<file path="src/verilog/timer_pkg.sv">
// Shared constants and types of the dual timer/counter block
package timer_pkg;
    // Register indices; byte address is four times the index
    localparam logic [9:0] IDX_CTRL = 10'h088;
    localparam logic [9:0] IDX_MODE = 10'h089;
    localparam logic [9:0] IDX_LOW0 = 10'h08A;
    localparam logic [9:0] IDX_LOW1 = 10'h08B;
    localparam logic [9:0] IDX_HIGH0 = 10'h08C;
    localparam logic [9:0] IDX_HIGH1 = 10'h08D;
    localparam logic [9:0] IDX_RATE = 10'h08E;
    localparam logic [9:0] IDX_PINCFG = 10'h096;
    localparam logic [9:0] IDX_IRQ_STAT = 10'h0A0;
    localparam logic [9:0] IDX_IRQ_MASK = 10'h0A1;

    // Field positions
    localparam int RATE_BIT0 = 3;
    localparam int RATE_BIT1 = 4;
    localparam int TOGGLE_EN_BIT0 = 2;
    localparam int TOGGLE_EN_BIT1 = 3;
    localparam int RUN_BIT0 = 4;
    localparam int FLAG_BIT0 = 5;
    localparam int RUN_BIT1 = 6;
    localparam int FLAG_BIT1 = 7;
    localparam int MODE_NIBBLE = 4;
    localparam int CT_OFS = 2;
    localparam int GATE_OFS = 3;

    // Reset values
    localparam logic [7:0] RESET_BYTE = 8'h00;
    localparam logic PIN_LATCH_RESET = 1'h1;

    // Machine cycle timing in system clocks
    localparam logic [3:0] LAST_PHASE = 4'hB;
    localparam logic [3:0] UPDATE_PHASE = 4'h3;
    localparam logic [3:0] SAMPLE_PHASE = 4'h4;
    localparam logic [1:0] TURBO_PHASE = 2'h3;

    localparam logic [1:0] RESP_OKAY = 2'h0;
    localparam logic [1:0] RESP_SLVERR = 2'h2;

    typedef enum logic [1:0] {
        MODE_PRESCALE = 2'b00,
        MODE_FULL = 2'b01,
        MODE_RELOAD = 2'b10,
        MODE_SPLIT = 2'b11
    } mode_t;
endpackage : timer_pkg

</file>
<file path="src/verilog/count_sampler.sv">
// Pin synchroniser with once-per-machine-cycle sampling and falling edge latch
module count_sampler (
    input wire logic clk_sys,
    input wire logic rst_b,
    input wire logic pin_async,
    input wire logic sample_en,
    input wire logic consume,
    output logic pin_level,
    output logic fall_pending
);
    logic sync1_reg;
    logic sync2_reg;
    logic last_reg;
    logic pend_reg;

    always_ff @(posedge clk_sys or negedge rst_b) begin
        if (!rst_b) begin
            sync1_reg <= 1'h1;
            sync2_reg <= 1'h1;
        end else begin
            sync1_reg <= pin_async;
            sync2_reg <= sync1_reg;
        end
    end

    always_ff @(posedge clk_sys or negedge rst_b) begin
        if (!rst_b) begin
            last_reg <= 1'h1;
        end else if (sample_en) begin
            last_reg <= sync2_reg;
        end
    end

    // Sample and consume fall in different phases, so they never collide
    always_ff @(posedge clk_sys or negedge rst_b) begin
        if (!rst_b) begin
            pend_reg <= 1'h0;
        end else if (sample_en && last_reg && !sync2_reg) begin
            pend_reg <= 1'h1;
        end else if (consume) begin
            pend_reg <= 1'h0;
        end
    end

    assign pin_level = sync2_reg;
    assign fall_pending = pend_reg;
endmodule : count_sampler

</file>
<file path="src/verilog/dual_timer.sv">
// Two 16-bit timer/counters with overflow toggle pins behind an AXI4-Lite slave
module dual_timer
    import timer_pkg::*;
(
    input wire logic clk_sys,
    input wire logic rst_b,
    input wire logic [11:0] s_axi_awaddr,
    input wire logic s_axi_awvalid,
    output logic s_axi_awready,
    input wire logic [31:0] s_axi_wdata,
    input wire logic [3:0] s_axi_wstrb,
    input wire logic s_axi_wvalid,
    output logic s_axi_wready,
    output logic [1:0] s_axi_bresp,
    output logic s_axi_bvalid,
    input wire logic s_axi_bready,
    input wire logic [11:0] s_axi_araddr,
    input wire logic s_axi_arvalid,
    output logic s_axi_arready,
    output logic [31:0] s_axi_rdata,
    output logic [1:0] s_axi_rresp,
    output logic s_axi_rvalid,
    input wire logic s_axi_rready,
    input wire logic count_pin_zero_in,
    output logic count_pin_zero_out,
    output logic count_pin_zero_oe_b,
    input wire logic count_pin_one_in,
    output logic count_pin_one_out,
    output logic count_pin_one_oe_b,
    input wire logic ext_irq_pin_zero,
    input wire logic ext_irq_pin_one,
    input wire logic isr_enter_zero,
    input wire logic isr_enter_one,
    output logic irq
);
    localparam int NUM_TIMERS = 2;

    logic [3:0] phase_reg;
    logic upd_phase;
    logic smp_phase;
    logic turbo_phase;

    logic [7:0] timer_mode_register;
    logic [7:0] timer_clock_rate_select;
    logic [1:0] run_reg;
    logic [1:0] flag_reg;
    logic [1:0] toggle_en_reg;
    logic [1:0] toggle_reg;
    logic [1:0] stat_reg;
    logic [1:0] mask_reg;
    logic [7:0] low_byte_reg [0:1];
    logic [7:0] high_byte_reg [0:1];
    logic [7:0] low_byte_next [0:1];
    logic [7:0] high_byte_next [0:1];

    logic [1:0] pin_async;
    logic [1:0] gate_async;
    logic [1:0] gate_level;
    logic [1:0] fall_pend;
    logic [1:0] isr_enter;
    logic [1:0] rate;
    logic [1:0] ct_sel;
    logic [1:0] gate_sel;
    mode_t mode_w [0:1];
    logic [1:0] tick;
    logic [1:0] inc;
    logic [1:0] ovf_main;
    logic [1:0] ovf_evt;
    logic split_mode;
    logic high_split_tick;
    logic high_split_ovf;

    logic aw_hold_reg;
    logic w_hold_reg;
    logic [11:0] aw_addr_reg;
    logic [31:0] w_data_reg;
    logic [3:0] w_strb_reg;
    logic bvalid_reg;
    logic [1:0] bresp_reg;
    logic rvalid_reg;
    logic [1:0] rresp_reg;
    logic [31:0] rdata_reg;
    logic wr_fire;
    logic wr_en;
    logic [9:0] wr_idx;
    logic [7:0] wr_byte;
    logic [7:0] rd_byte;
    logic rd_hit;

    function automatic logic idx_mapped(input logic [9:0] idx);
        idx_mapped = (idx == IDX_CTRL) || (idx == IDX_MODE) || (idx == IDX_LOW0) || (idx == IDX_LOW1) ||
                     (idx == IDX_HIGH0) || (idx == IDX_HIGH1) || (idx == IDX_RATE) ||
                     (idx == IDX_PINCFG) || (idx == IDX_IRQ_STAT) || (idx == IDX_IRQ_MASK);
    endfunction : idx_mapped

    // Machine cycle of twelve system clocks
    always_ff @(posedge clk_sys or negedge rst_b) begin
        if (!rst_b) begin
            phase_reg <= 4'h0;
        end else if (phase_reg == LAST_PHASE) begin
            phase_reg <= 4'h0;
        end else begin
            phase_reg <= phase_reg + 4'h1;
        end
    end

    assign upd_phase = (phase_reg == UPDATE_PHASE);
    assign smp_phase = (phase_reg == SAMPLE_PHASE);
    assign turbo_phase = (phase_reg[1:0] == TURBO_PHASE);

    // AXI4-Lite write path: address and data taken in either order
    assign s_axi_awready = !aw_hold_reg && !bvalid_reg;
    assign s_axi_wready = !w_hold_reg && !bvalid_reg;
    assign wr_fire = aw_hold_reg && w_hold_reg && !bvalid_reg;
    assign wr_idx = aw_addr_reg[11:2];
    assign wr_byte = w_data_reg[7:0];
    assign wr_en = wr_fire && w_strb_reg[0] && (aw_addr_reg[1:0] == 2'h0) && idx_mapped(wr_idx);

    always_ff @(posedge clk_sys or negedge rst_b) begin
        if (!rst_b) begin
            aw_hold_reg <= 1'h0;
            aw_addr_reg <= 12'h000;
        end else if (s_axi_awvalid && s_axi_awready) begin
            aw_hold_reg <= 1'h1;
            aw_addr_reg <= s_axi_awaddr;
        end else if (wr_fire) begin
            aw_hold_reg <= 1'h0;
        end
    end

    always_ff @(posedge clk_sys or negedge rst_b) begin
        if (!rst_b) begin
            w_hold_reg <= 1'h0;
            w_data_reg <= 32'h0000_0000;
            w_strb_reg <= 4'h0;
        end else if (s_axi_wvalid && s_axi_wready) begin
            w_hold_reg <= 1'h1;
            w_data_reg <= s_axi_wdata;
            w_strb_reg <= s_axi_wstrb;
        end else if (wr_fire) begin
            w_hold_reg <= 1'h0;
        end
    end

    always_ff @(posedge clk_sys or negedge rst_b) begin
        if (!rst_b) begin
            bvalid_reg <= 1'h0;
            bresp_reg <= RESP_OKAY;
        end else if (wr_fire) begin
            bvalid_reg <= 1'h1;
            bresp_reg <= (idx_mapped(wr_idx) && aw_addr_reg[1:0] == 2'h0) ? RESP_OKAY : RESP_SLVERR;
        end else if (s_axi_bready) begin
            bvalid_reg <= 1'h0;
        end
    end

    assign s_axi_bvalid = bvalid_reg;
    assign s_axi_bresp = bresp_reg;

    // Configuration registers
    // Mode register storage
    always_ff @(posedge clk_sys or negedge rst_b) begin
        if (!rst_b) begin
            timer_mode_register <= RESET_BYTE;
        end else if (wr_en && wr_idx == IDX_MODE) begin
            timer_mode_register <= wr_byte;
        end
    end

    always_ff @(posedge clk_sys or negedge rst_b) begin
        if (!rst_b) begin
            timer_clock_rate_select <= RESET_BYTE;
        end else if (wr_en && wr_idx == IDX_RATE) begin
            timer_clock_rate_select <= RESET_BYTE;
            timer_clock_rate_select[RATE_BIT0] <= wr_byte[RATE_BIT0];
            timer_clock_rate_select[RATE_BIT1] <= wr_byte[RATE_BIT1];
        end
    end

    always_ff @(posedge clk_sys or negedge rst_b) begin
        if (!rst_b) begin
            run_reg <= 2'h0;
            toggle_en_reg <= 2'h0;
            mask_reg <= 2'h0;
        end else if (wr_en) begin
            if (wr_idx == IDX_CTRL) begin
                run_reg <= {wr_byte[RUN_BIT1], wr_byte[RUN_BIT0]};
            end
            if (wr_idx == IDX_PINCFG) begin
                toggle_en_reg <= {wr_byte[TOGGLE_EN_BIT1], wr_byte[TOGGLE_EN_BIT0]};
            end
            if (wr_idx == IDX_IRQ_MASK) begin
                mask_reg <= wr_byte[1:0];
            end
        end
    end

    assign isr_enter = {isr_enter_one, isr_enter_zero};
    assign pin_async = {count_pin_one_in, count_pin_zero_in};
    assign gate_async = {ext_irq_pin_one, ext_irq_pin_zero};
    assign split_mode = (mode_w[0] == MODE_SPLIT);
    assign high_split_tick = (rate[0] ? turbo_phase : upd_phase) && run_reg[1];
    assign high_split_ovf = split_mode && high_split_tick && (high_byte_reg[0] == 8'hFF);

    // Timer 0 in split mode lends timer 1's flag and toggle to its high byte
    assign ovf_evt[0] = ovf_main[0];
    assign ovf_evt[1] = split_mode ? high_split_ovf : ovf_main[1];

    genvar i;
    generate
        for (i = 0; i < NUM_TIMERS; i++) begin : gen_timer
            count_sampler u_count (
                .clk_sys(clk_sys),
                .rst_b(rst_b),
                .pin_async(pin_async[i]),
                .sample_en(smp_phase),
                .consume(upd_phase),
                .pin_level(),
                .fall_pending(fall_pend[i])
            );

            count_sampler u_gate (
                .clk_sys(clk_sys),
                .rst_b(rst_b),
                .pin_async(gate_async[i]),
                .sample_en(smp_phase),
                .consume(upd_phase),
                .pin_level(gate_level[i]),
                .fall_pending()
            );

            assign mode_w[i] = mode_t'(timer_mode_register[MODE_NIBBLE * i +: 2]);
            assign ct_sel[i] = timer_mode_register[MODE_NIBBLE * i + CT_OFS];
            assign gate_sel[i] = timer_mode_register[MODE_NIBBLE * i + GATE_OFS];
            assign rate[i] = timer_clock_rate_select[RATE_BIT0 + i];

            // Count source, updated at update phase, or every fourth clock (phases 3, 7 and 11) when the timer's rate bit is set and ct_sel is clear
            assign tick[i] = ct_sel[i] ? (upd_phase && fall_pend[i]) : (rate[i] ? turbo_phase : upd_phase);
            // Gate and run qualify every tick; the split-mode high byte of timer 0 is qualified only by timer 1's run bit
            assign inc[i] = tick[i] && run_reg[i] && (!gate_sel[i] || gate_level[i]);

            always_comb begin
                low_byte_next[i] = low_byte_reg[i];
                high_byte_next[i] = high_byte_reg[i];
                ovf_main[i] = 1'h0;
                if (inc[i]) begin
                    unique case (mode_w[i])
                        MODE_PRESCALE: begin
                            low_byte_next[i][4:0] = low_byte_reg[i][4:0] + 5'h01;
                            if (low_byte_reg[i][4:0] == 5'h1F) begin
                                high_byte_next[i] = high_byte_reg[i] + 8'h01;
                                ovf_main[i] = (high_byte_reg[i] == 8'hFF);
                            end
                        end
                        MODE_FULL: begin
                            {high_byte_next[i], low_byte_next[i]} = {high_byte_reg[i], low_byte_reg[i]} + 16'h0001;
                            ovf_main[i] = ({high_byte_reg[i], low_byte_reg[i]} == 16'hFFFF);
                        end
                        MODE_RELOAD: begin
                            if (low_byte_reg[i] == 8'hFF) begin
                                low_byte_next[i] = high_byte_reg[i];
                                ovf_main[i] = 1'h1;
                            end else begin
                                low_byte_next[i] = low_byte_reg[i] + 8'h01;
                            end
                        end
                        MODE_SPLIT: begin
                            // Timer 1 simply halts in this mode
                            if (i == 0) begin
                                low_byte_next[i] = low_byte_reg[i] + 8'h01;
                                ovf_main[i] = (low_byte_reg[i] == 8'hFF);
                            end
                        end
                    endcase
                end
                if (i == 0 && split_mode && high_split_tick) begin
                    high_byte_next[i] = high_byte_reg[i] + 8'h01;
                end
            end

            // Byte registers; a software write beats a same-cycle increment
            always_ff @(posedge clk_sys or negedge rst_b) begin
                if (!rst_b) begin
                    low_byte_reg[i] <= RESET_BYTE;
                end else if (wr_en && wr_idx == (i == 0 ? IDX_LOW0 : IDX_LOW1)) begin
                    low_byte_reg[i] <= wr_byte;
                end else begin
                    low_byte_reg[i] <= low_byte_next[i];
                end
            end

            always_ff @(posedge clk_sys or negedge rst_b) begin
                if (!rst_b) begin
                    high_byte_reg[i] <= RESET_BYTE;
                end else if (wr_en && wr_idx == (i == 0 ? IDX_HIGH0 : IDX_HIGH1)) begin
                    high_byte_reg[i] <= wr_byte;
                end else begin
                    high_byte_reg[i] <= high_byte_next[i];
                end
            end

            // Overflow set wins over service entry and software clear
            always_ff @(posedge clk_sys or negedge rst_b) begin
                if (!rst_b) begin
                    flag_reg[i] <= 1'h0;
                end else if (ovf_evt[i]) begin
                    flag_reg[i] <= 1'h1;
                end else if (wr_en && wr_idx == IDX_CTRL) begin
                    flag_reg[i] <= wr_byte[i == 0 ? FLAG_BIT0 : FLAG_BIT1];
                end else if (isr_enter[i]) begin
                    flag_reg[i] <= 1'h0;
                end
            end

            // Pin latch inverts on each overflow while toggling is enabled
            always_ff @(posedge clk_sys or negedge rst_b) begin
                if (!rst_b) begin
                    toggle_reg[i] <= PIN_LATCH_RESET;
                end else if (ovf_evt[i] && toggle_en_reg[i]) begin
                    toggle_reg[i] <= !toggle_reg[i];
                end
            end

            // Sticky status, write one to clear; a new event wins
            always_ff @(posedge clk_sys or negedge rst_b) begin
                if (!rst_b) begin
                    stat_reg[i] <= 1'h0;
                end else if (ovf_evt[i]) begin
                    stat_reg[i] <= 1'h1;
                end else if (wr_en && wr_idx == IDX_IRQ_STAT && wr_byte[i]) begin
                    stat_reg[i] <= 1'h0;
                end
            end
        end
    endgenerate

    assign count_pin_zero_out = toggle_reg[0];
    assign count_pin_one_out = toggle_reg[1];
    // Released pin floats high so it still works as a count input
    assign count_pin_zero_oe_b = !toggle_en_reg[0];
    assign count_pin_one_oe_b = !toggle_en_reg[1];
    assign irq = |(stat_reg & mask_reg);

    // AXI4-Lite read path, one cycle to answer
    always_comb begin
        rd_byte = RESET_BYTE;
        rd_hit = 1'h1;
        unique case (s_axi_araddr[11:2])
            IDX_CTRL: rd_byte = {flag_reg[1], run_reg[1], flag_reg[0], run_reg[0], 4'h0};
            IDX_MODE: rd_byte = timer_mode_register;
            IDX_LOW0: rd_byte = low_byte_reg[0];
            IDX_LOW1: rd_byte = low_byte_reg[1];
            IDX_HIGH0: rd_byte = high_byte_reg[0];
            IDX_HIGH1: rd_byte = high_byte_reg[1];
            IDX_RATE: rd_byte = timer_clock_rate_select;
            IDX_PINCFG: rd_byte = {4'h0, toggle_en_reg, 2'h0};
            IDX_IRQ_STAT: rd_byte = {6'h00, stat_reg};
            IDX_IRQ_MASK: rd_byte = {6'h00, mask_reg};
            default: rd_hit = 1'h0;
        endcase
        if (s_axi_araddr[1:0] != 2'h0) begin
            rd_hit = 1'h0;
        end
    end

    assign s_axi_arready = !rvalid_reg;

    always_ff @(posedge clk_sys or negedge rst_b) begin
        if (!rst_b) begin
            rvalid_reg <= 1'h0;
            rdata_reg <= 32'h0000_0000;
            rresp_reg <= RESP_OKAY;
        end else if (s_axi_arvalid && s_axi_arready) begin
            rvalid_reg <= 1'h1;
            rdata_reg <= rd_hit ? {24'h00_0000, rd_byte} : 32'h0000_0000;
            rresp_reg <= rd_hit ? RESP_OKAY : RESP_SLVERR;
        end else if (s_axi_rready) begin
            rvalid_reg <= 1'h0;
        end
    end

    assign s_axi_rvalid = rvalid_reg;
    assign s_axi_rdata = rdata_reg;
    assign s_axi_rresp = rresp_reg;

    // Checks
    a_phase_wrap: assert property (@(posedge clk_sys) disable iff (!rst_b)
        phase_reg == LAST_PHASE |=> phase_reg == 4'h0 ##3 upd_phase ##1 smp_phase)
        else $error("machine cycle phase sequence broken");

    a_flag_on_ovf: assert property (@(posedge clk_sys) disable iff (!rst_b)
        ovf_evt[0] |=> flag_reg[0] && stat_reg[0])
        else $error("overflow did not set flag and status");

    a_toggle_flip: assert property (@(posedge clk_sys) disable iff (!rst_b)
        ovf_evt[1] && toggle_en_reg[1] |=> count_pin_one_out != $past(count_pin_one_out) && !count_pin_one_oe_b)
        else $error("toggle pin did not invert on overflow");

    a_halt_keeps: assert property (@(posedge clk_sys) disable iff (!rst_b)
        !run_reg[0] && !(wr_en && wr_idx == IDX_LOW0) |=> low_byte_reg[0] == $past(low_byte_reg[0]))
        else $error("halted timer changed its count");

    a_rate_step: assert property (@(posedge clk_sys) disable iff (!rst_b)
        inc[0] && !ct_sel[0] |-> (rate[0] ? phase_reg[1:0] == 2'h3 : phase_reg == UPDATE_PHASE))
        else $error("timer tick at wrong phase for its rate");

    a_edge_later: assert property (@(posedge clk_sys) disable iff (!rst_b)
        inc[1] && ct_sel[1] |-> upd_phase && $past(fall_pend[1], 1))
        else $error("counter increment without a pending edge");

    a_full_wrap: assert property (@(posedge clk_sys) disable iff (!rst_b)
        ovf_main[0] && mode_w[0] == MODE_FULL && !wr_en |=> low_byte_reg[0] == 8'h00 && high_byte_reg[0] == 8'h00)
        else $error("16-bit overflow did not wrap to zero");

    a_reload_wrap: assert property (@(posedge clk_sys) disable iff (!rst_b)
        ovf_main[1] && mode_w[1] == MODE_RELOAD && !wr_en |=> low_byte_reg[1] == high_byte_reg[1])
        else $error("auto-reload did not copy high byte");

    a_gate_block: assert property (@(posedge clk_sys) disable iff (!rst_b)
        gate_sel[0] && !gate_level[0] |-> !inc[0])
        else $error("gated timer counted with gate pin low");

    a_bresp_hold: assert property (@(posedge clk_sys) disable iff (!rst_b)
        s_axi_bvalid && !s_axi_bready |=> s_axi_bvalid && $stable(s_axi_bresp))
        else $error("write response dropped before bready");
endmodule : dual_timer

</file>
<file path="config.mk">
export PLATFORM = sky130hd
export DESIGN_NAME = dual_timer
export DESIGN_NICKNAME = d
export VERILOG_FILES = /design/src/verilog/timer_pkg.sv /design/src/verilog/count_sampler.sv /design/src/verilog/dual_timer.sv
export SDC_FILE = /design/constraint.sdc
export NUM_CORES = 1
export LEC_CHECK = 0
export BUFFER_PORTS_ARGS = -buffer_cell sky130_fd_sc_hd__clkbuf_2
export CAP_MARGIN = 5
export CORE_MARGIN = 2
export CORE_UTILIZATION = 50
export CTS_CLUSTER_DIAMETER = 30
export DETAILED_ROUTE_END_ITERATION = 8
export HOLD_SLACK_MARGIN = 0.02
export PLACE_DENSITY = 0.73
export SKIP_CTS_REPAIR_TIMING = 1
export SLEW_MARGIN = 10
export SYNTH_ARGS = -nofsm -noshare
export SYNTH_HDL_FRONTEND = slang
export SYNTH_SLANG_ARGS = --single-unit
</file>
<file path="constraint.sdc">
create_clock -name clk_sys -period 3.3 [get_ports clk_sys]
set_clock_uncertainty 0.15 [all_clocks]
set_input_delay 0.165 -clock clk_sys [delete_from_list [all_inputs] [get_ports clk_sys]]
set_output_delay 0.165 -clock clk_sys [all_outputs]
set_load 0.02 [all_outputs]
</file>
**Word-level counts from Yosys, hierarchy flattened**

Cells that the tools add are included.

- Flip-flop bits (word level): 131
- Bits of input ports: 73
- Word-level logic and storage cells: 240

- Add/sub/neg operators: 9
- Eq/ne operators: 39
- Mux-type cells: 59
- Bitwise logic cells: 1
- Reduce and logical (&&, ||, !) cells: 92

Operator list:

| kind | count |
|---|---|
| equality test 10 x 8 -> 1 bit (second input constant) | 20 |
| two-way mux 8 bit | 14 |
| case mux 8 bit (10 select lines) | 1 |
| logical AND 1 bit | 36 |
| two-way mux 1 bit | 33 |
| adder 16 x 1 -> 16 bit (second input constant) | 2 |
| adder 8 x 1 -> 8 bit (second input constant) | 4 |
| equality test 16 bit (second input constant) | 2 |
| equality test 8 bit (second input constant) | 4 |
| case mux 8 bit (2 select lines) | 2 |
| nonzero test 2 bit | 12 |
| case mux 5 bit (4 select lines) | 1 |
| case mux 5 bit (3 select lines) | 1 |
| nonzero test 3 bit | 5 |
| zero test 1 bit | 12 |
| AND reduction 2 bit | 6 |
| nonzero test 4 bit | 3 |
| logical OR 1 bit | 11 |
| adder 5 x 1 -> 5 bit (second input constant) | 2 |
| equality test 5 bit (second input constant) | 2 |
| OR reduction 10 bit | 1 |
| case mux 3 bit (3 select lines) | 1 |
| equality test 2 bit (second input constant) | 4 |
| zero test 2 bit | 3 |
| 15 further kinds | 18 |

**Logic depth before layout (Yosys ltp)**

- Depth after elaboration: 15
- Depth in mapped cells: 9
- Gate-level depth less buffers: 9

**Modules after synthesis**

A second synthesis with hierarchy kept.

- Cells, all modules: 675
- Area total of the unflattened synthesis: 6481.2 µm²

By module, submodules not included:

| module | instances | cells an instance | area each (µm²) |
|---|---|---|---|
| dual_timer | 1 | 643 | 5950.7 |
| count_sampler | 4 | 8 | 132.6 |

**Least setup slack after synthesis**

Ideal clock, no wire load.

- Kind: register to register
- Start point: register bvalid_reg (netlist: s_axi_bvalid)
- End point: register run_reg[0]
- Arrival: 2.194 ns
- Data required time: 3.025 ns
- Setup slack: 0.831 ns
- Cell stages (with the launch flop): 7
- Buffers on the path: 1
- Cell sequence: dfrtp_1 and3b_1 clkbuf_1 nand3_1 or3_1 nor3_1 mux2_2

- Longest elaborated chain between the ends: 6

Ends and longest elaborated chain:

| element | line | source |
|---|---|---|
| from (decl) | dual_timer.sv:78 | `logic bvalid_reg;` |
| from (signal assigned) | dual_timer.sv:147 | `bvalid_reg <= 1'h0;` |
| from (signal assigned) | dual_timer.sv:150 | `bvalid_reg <= 1'h1;` |
| from (signal assigned) | dual_timer.sv:153 | `bvalid_reg <= 1'h0;` |
| zero test 1 bit | dual_timer.sv:114 | `assign wr_fire = aw_hold_reg && w_hold_reg && !bvalid_reg;` |
| logical AND 1 bit | dual_timer.sv:114 |  |
| logical AND 1 bit (3 in series) | dual_timer.sv:117 | `assign wr_en = wr_fire && w_strb_reg[0] && (aw_addr_reg[1:0] == 2'h0) && idx_mapped(wr_idx);` |
| AND reduction 2 bit (no source line) | - |  |
| to (signal assigned) | dual_timer.sv:187 | `run_reg <= {wr_byte[RUN_BIT1], wr_byte[RUN_BIT0]};` |
| to (decl) | dual_timer.sv:45 | `logic [1:0] run_reg;` |

Every way passes these cells.
A chain may end at the register's enable or synchronous reset.

**Worst setup path after layout**

- Start point: register phase_reg[3]
- End point: register high_byte_reg[5] (netlist bit)

- Longest elaborated chain between the ends: 7
- Elaborated cells on any way between the ends: 8

Ends and longest elaborated chain:

| element | line | source |
|---|---|---|
| from (decl) | dual_timer.sv:38 | `logic [3:0] phase_reg;` |
| from (signal assigned) | dual_timer.sv:103 | `phase_reg <= phase_reg + 4'h1;` |
| equality test 4 x 2 -> 1 bit (*) | dual_timer.sv:107 | `assign upd_phase = (phase_reg == UPDATE_PHASE);` |
| two-way mux 1 bit or logical AND 1 bit (tied branches) | dual_timer.sv:238 | `assign tick[i] = ct_sel[i] ? (upd_phase && fall_pend[i]) : (rate[i] ? turbo_phase : upd_phase);` |
| two-way mux 1 bit (*) | dual_timer.sv:238 |  |
| logical AND 1 bit (*) (2 in series) | dual_timer.sv:240 | `assign inc[i] = tick[i] && run_reg[i] && (!gate_sel[i] \|\| gate_level[i]);` |
| nonzero test 2 bit (no source line) (*) | - |  |
| AND reduction 3 bit (no source line) (*) | - |  |
| to (signal, indexed assignment) | dual_timer.sv:296 | `high_byte_reg[i] <= wr_byte;` |
| to (signal, indexed assignment) | dual_timer.sv:298 | `high_byte_reg[i] <= high_byte_next[i];` |
| to (decl) | dual_timer.sv:52 | `logic [7:0] high_byte_reg [0:1];` |

Mark *: on every way between the ends. The rest lies on a longest branch, timed or not.

==> results_dict.tcl <==
set metrics [dict create \
    outcome "finished, final reports clean" \
    p_leak_nw 3.12 \
    clk_pin_slew_ns 0.07 \
    power.density_nw_per_um2 484 \
    post-dp-hpwl_um 11600 \
    clk_path_buf_depth 2 \
    async_flop_share 1.00 \
    crit_family "simple AND/OR/NAND/NOR gates" \
    cpMaxStageDelayCell "a2111oi_4" \
    fp.dieH_um 115 \
    tns_ns 0 \
    hp-start "isr_enter_zero" \
    drv_slew 0 \
    peakVddDrop_v 0.000482 \
    cp-startpoint "phase_reg[3]$_DFF_PN0_" \
    grt_pass1_wl_um 25400 \
    drtAntennaViolNets 0 \
    r2r_slack_ns 0.45 \
    core_area_um2 12000 \
    synthFlopType "dfrtp_1" \
    grt_pass1_vias 4904 \
    period_needed_ns 2.85 \
    cts_max_level 3 \
    clock_latency_ns 0.35 \
    die_w_um 115 \
    fmaxAchievable_ghz 0.351 \
    first_pass_iters 5 \
    via_per_inst 5.92 \
    cts_tree "done" \
    finalCritPeriodShare 0.864 \
    cp_slowest_stage_delay_ns 0.65 \
    r2r-start "phase_reg[3]$_DFF_PN0_" \
    crit_path_start_kind "flip-flop" \
    ys_ff_latch 105 \
    maxCapViolations 0 \
    yosysWarningCount 0 \
    netlist_instances 641 \
    placementRows 40 \
    nets 811 \
    area_growth_pct 15.3 \
    antenna_found_initial 0 \
    start_util 0.511 \
    drive_gt1_frac 0.209 \
    path_cells "or3b_4, a2111oi_4, nand2_4, or4b_4, xor2_1, a21oi_1" \
    finalWirelength_um 16300 \
    path_depth 6 \
    antenna_cells 0 \
    end_kind "flip-flop" \
    grt_usage 0.249 \
    critical_path_class "reg2reg" \
    syn-mean-instance-area_um2 9.58 \
    cp_num_buf_inv 0 \
    fin_util 0.590 \
    syn-cell-area_um2 6140 \
    worstPathRequired_ns 3.38 \
    vias 5202 \
    crit_fanout 11 \
    hp-class "in2reg" \
    synth_edf_count 0 \
    ys_types 69 \
    gp_congestion 0.958 \
    rr_worst_depth 6 \
    setup_viol_count_final 0 \
    drc 0 \
    ctsRootBufferMaster "clkbuf_16" \
    grt_max_degree 84 \
    io_buffers 65 \
    synth-seq-area-share 0.430 \
    cts_made_buffers 9 \
    arrival_ns 2.93 \
    die_area_um2 13200 \
    tightest_slew_ns 1.06 \
    n_fill_cell 1000 \
    total_power_mw 3.43 \
    clock_sinks 105 \
    hold_path_depth 3 \
    ios 119 \
    post_drt_wl_per_cell_um 18.6 \
    relSlewSlack 0.294 \
    hold_viol 0 \
    gr-total-overflow 0 \
    dr.first_iter.drc_count 329 \
    rsz0062_at_grt "no" \
]
==> cell type report <==
cell class | count | area (um^2) | share of cell area
clock buffers | 12 | 236 | 0.0334
clock inverters | 4 | 52.6 | 0.00742
repair buffers | 102 | 683 | 0.0965
inverters | 26 | 97.6 | 0.0138
multi-input cells | 482 | 3190 | 0.450
well taps | 147 | 184 | 0.0260
flip-flops and latches | 105 | 2640 | 0.373
==> cells in the mapped netlist, types with 9 or more instances <==
library cell,number,area [um^2]
nand3_1,22,110
a21oi_1,28,140
mux2i_1,17,170
nand4_1,12,75.1
nor2_1,47,176
clkbuf_1,21,78.8
mux2_2,38,428
dfrtp_1,93,2330
ha_1,12,150
dfstp_2,12,315
o21ai_0,33,165
buf_4,29,218
nand2_1,67,251
nor3_1,13,65.1
xnor2_1,12,105
nor2b_1,9,56.3
inv_1,26,97.6
and3_1,15,93.8
o22ai_1,9,56.3
==> metal layers <==
| layer | vias up | routed length (um) | global-route usage |
|---|---|---|---|
| met2 | 226 | 7440 | 0.384 |
| met5 | - | 0 | 0 |
| li1 | 2431 | - | - |
| met3 | 34 | 1180 | 0.0511 |
| met4 | 0 | 505 | 0.112 |
| met1 | 2511 | 7190 | 0.342 |
==> power breakdown <==
| part | internal [mW] | switching, mW | leakage [nW] |
|---|---|---|---|
| clock | 0.595 | 0.491 | 0.142 |
| combinational | 0.278 | 0.296 | 1.63 |
| sequential | 1.46 | 0.309 | 1.35 |
==> logic make-up after synthesis <==
| group | after synthesis | synth area share |
|---|---|---|
| adders and majority gates | 12 | 0.0244 |
| other | 1 | 0.000611 |
| and+or+nand+nor | 229 | 0.190 |
| xor gates and xnor gates | 18 | 0.0257 |
| AOI/OAI and AO/OA | 139 | 0.154 |
| DFF | 105 | 0.430 |
| buffers and inverters | 79 | 0.0672 |
| muxes | 58 | 0.108 |
==> worst min-delay path, delay by kind of cell <==
kind	cells	cell delay, ns
compound gates	1	0.21
simple gates	1	0.05
buf+inv	1	0.10
==> metrics by stage <==
step | std cells | cell area [um^2] | worst slack (ns) | hold WS [ns]
6_report | 878 | 7080 | 0.450 | 0.0590
5_1_grt | 878 | 7080 | 0.186 | 0.0701
4_1_cts | 847 | 6770 | 0.469 | -0.269
3_5_place_dp | 831 | 6480 | 0.485 | 0.104
3_3_place_gp | 831 | 6480 | 0.526 | 0.103
2_1_floorplan | 666 | 6240 | 0.831 | -0.281
==> cells in the final DEF (no fill, tap or decap), types with 9 or more instances in the layout <==
master	synthesis	layout
nand4_1	12	12
dlygate4sd3_1	0	31
o21ai_0	33	33
nor2b_1	9	9
inv_1	26	26
conb_1	1	26
a21oi_1	28	28
nor3_1	13	13
dfrtp_1	93	93
and3_1	15	15
clkbuf_2	0	64
o22ai_1	9	9
ha_1	12	12
clkbuf_16	0	9
mux2_2	38	38
xnor2_1	12	12
dfstp_2	12	12
nor2_1	47	47
nand3_1	22	22
mux2i_1	17	17
nand2_1	67	67
==> worst paths after layout <==
kind	end
worst max-delay path	high_byte_reg[5]$_DFFE_PN0P_
worst min-delay path	flag_reg[0]$_DFFE_PN0P_
worst max register to register	high_byte_reg[5]$_DFFE_PN0P_
worst min register to register	gen_timer[1].u_count.pin_level$_DFF_PN1_
max in group asynchronous	gen_timer[1].u_gate.sync1_reg$_DFF_PN1_
min in group asynchronous	s_axi_rvalid$_DFFE_PN0P_
Note: power is estimated with default switching activity, not from simulation.
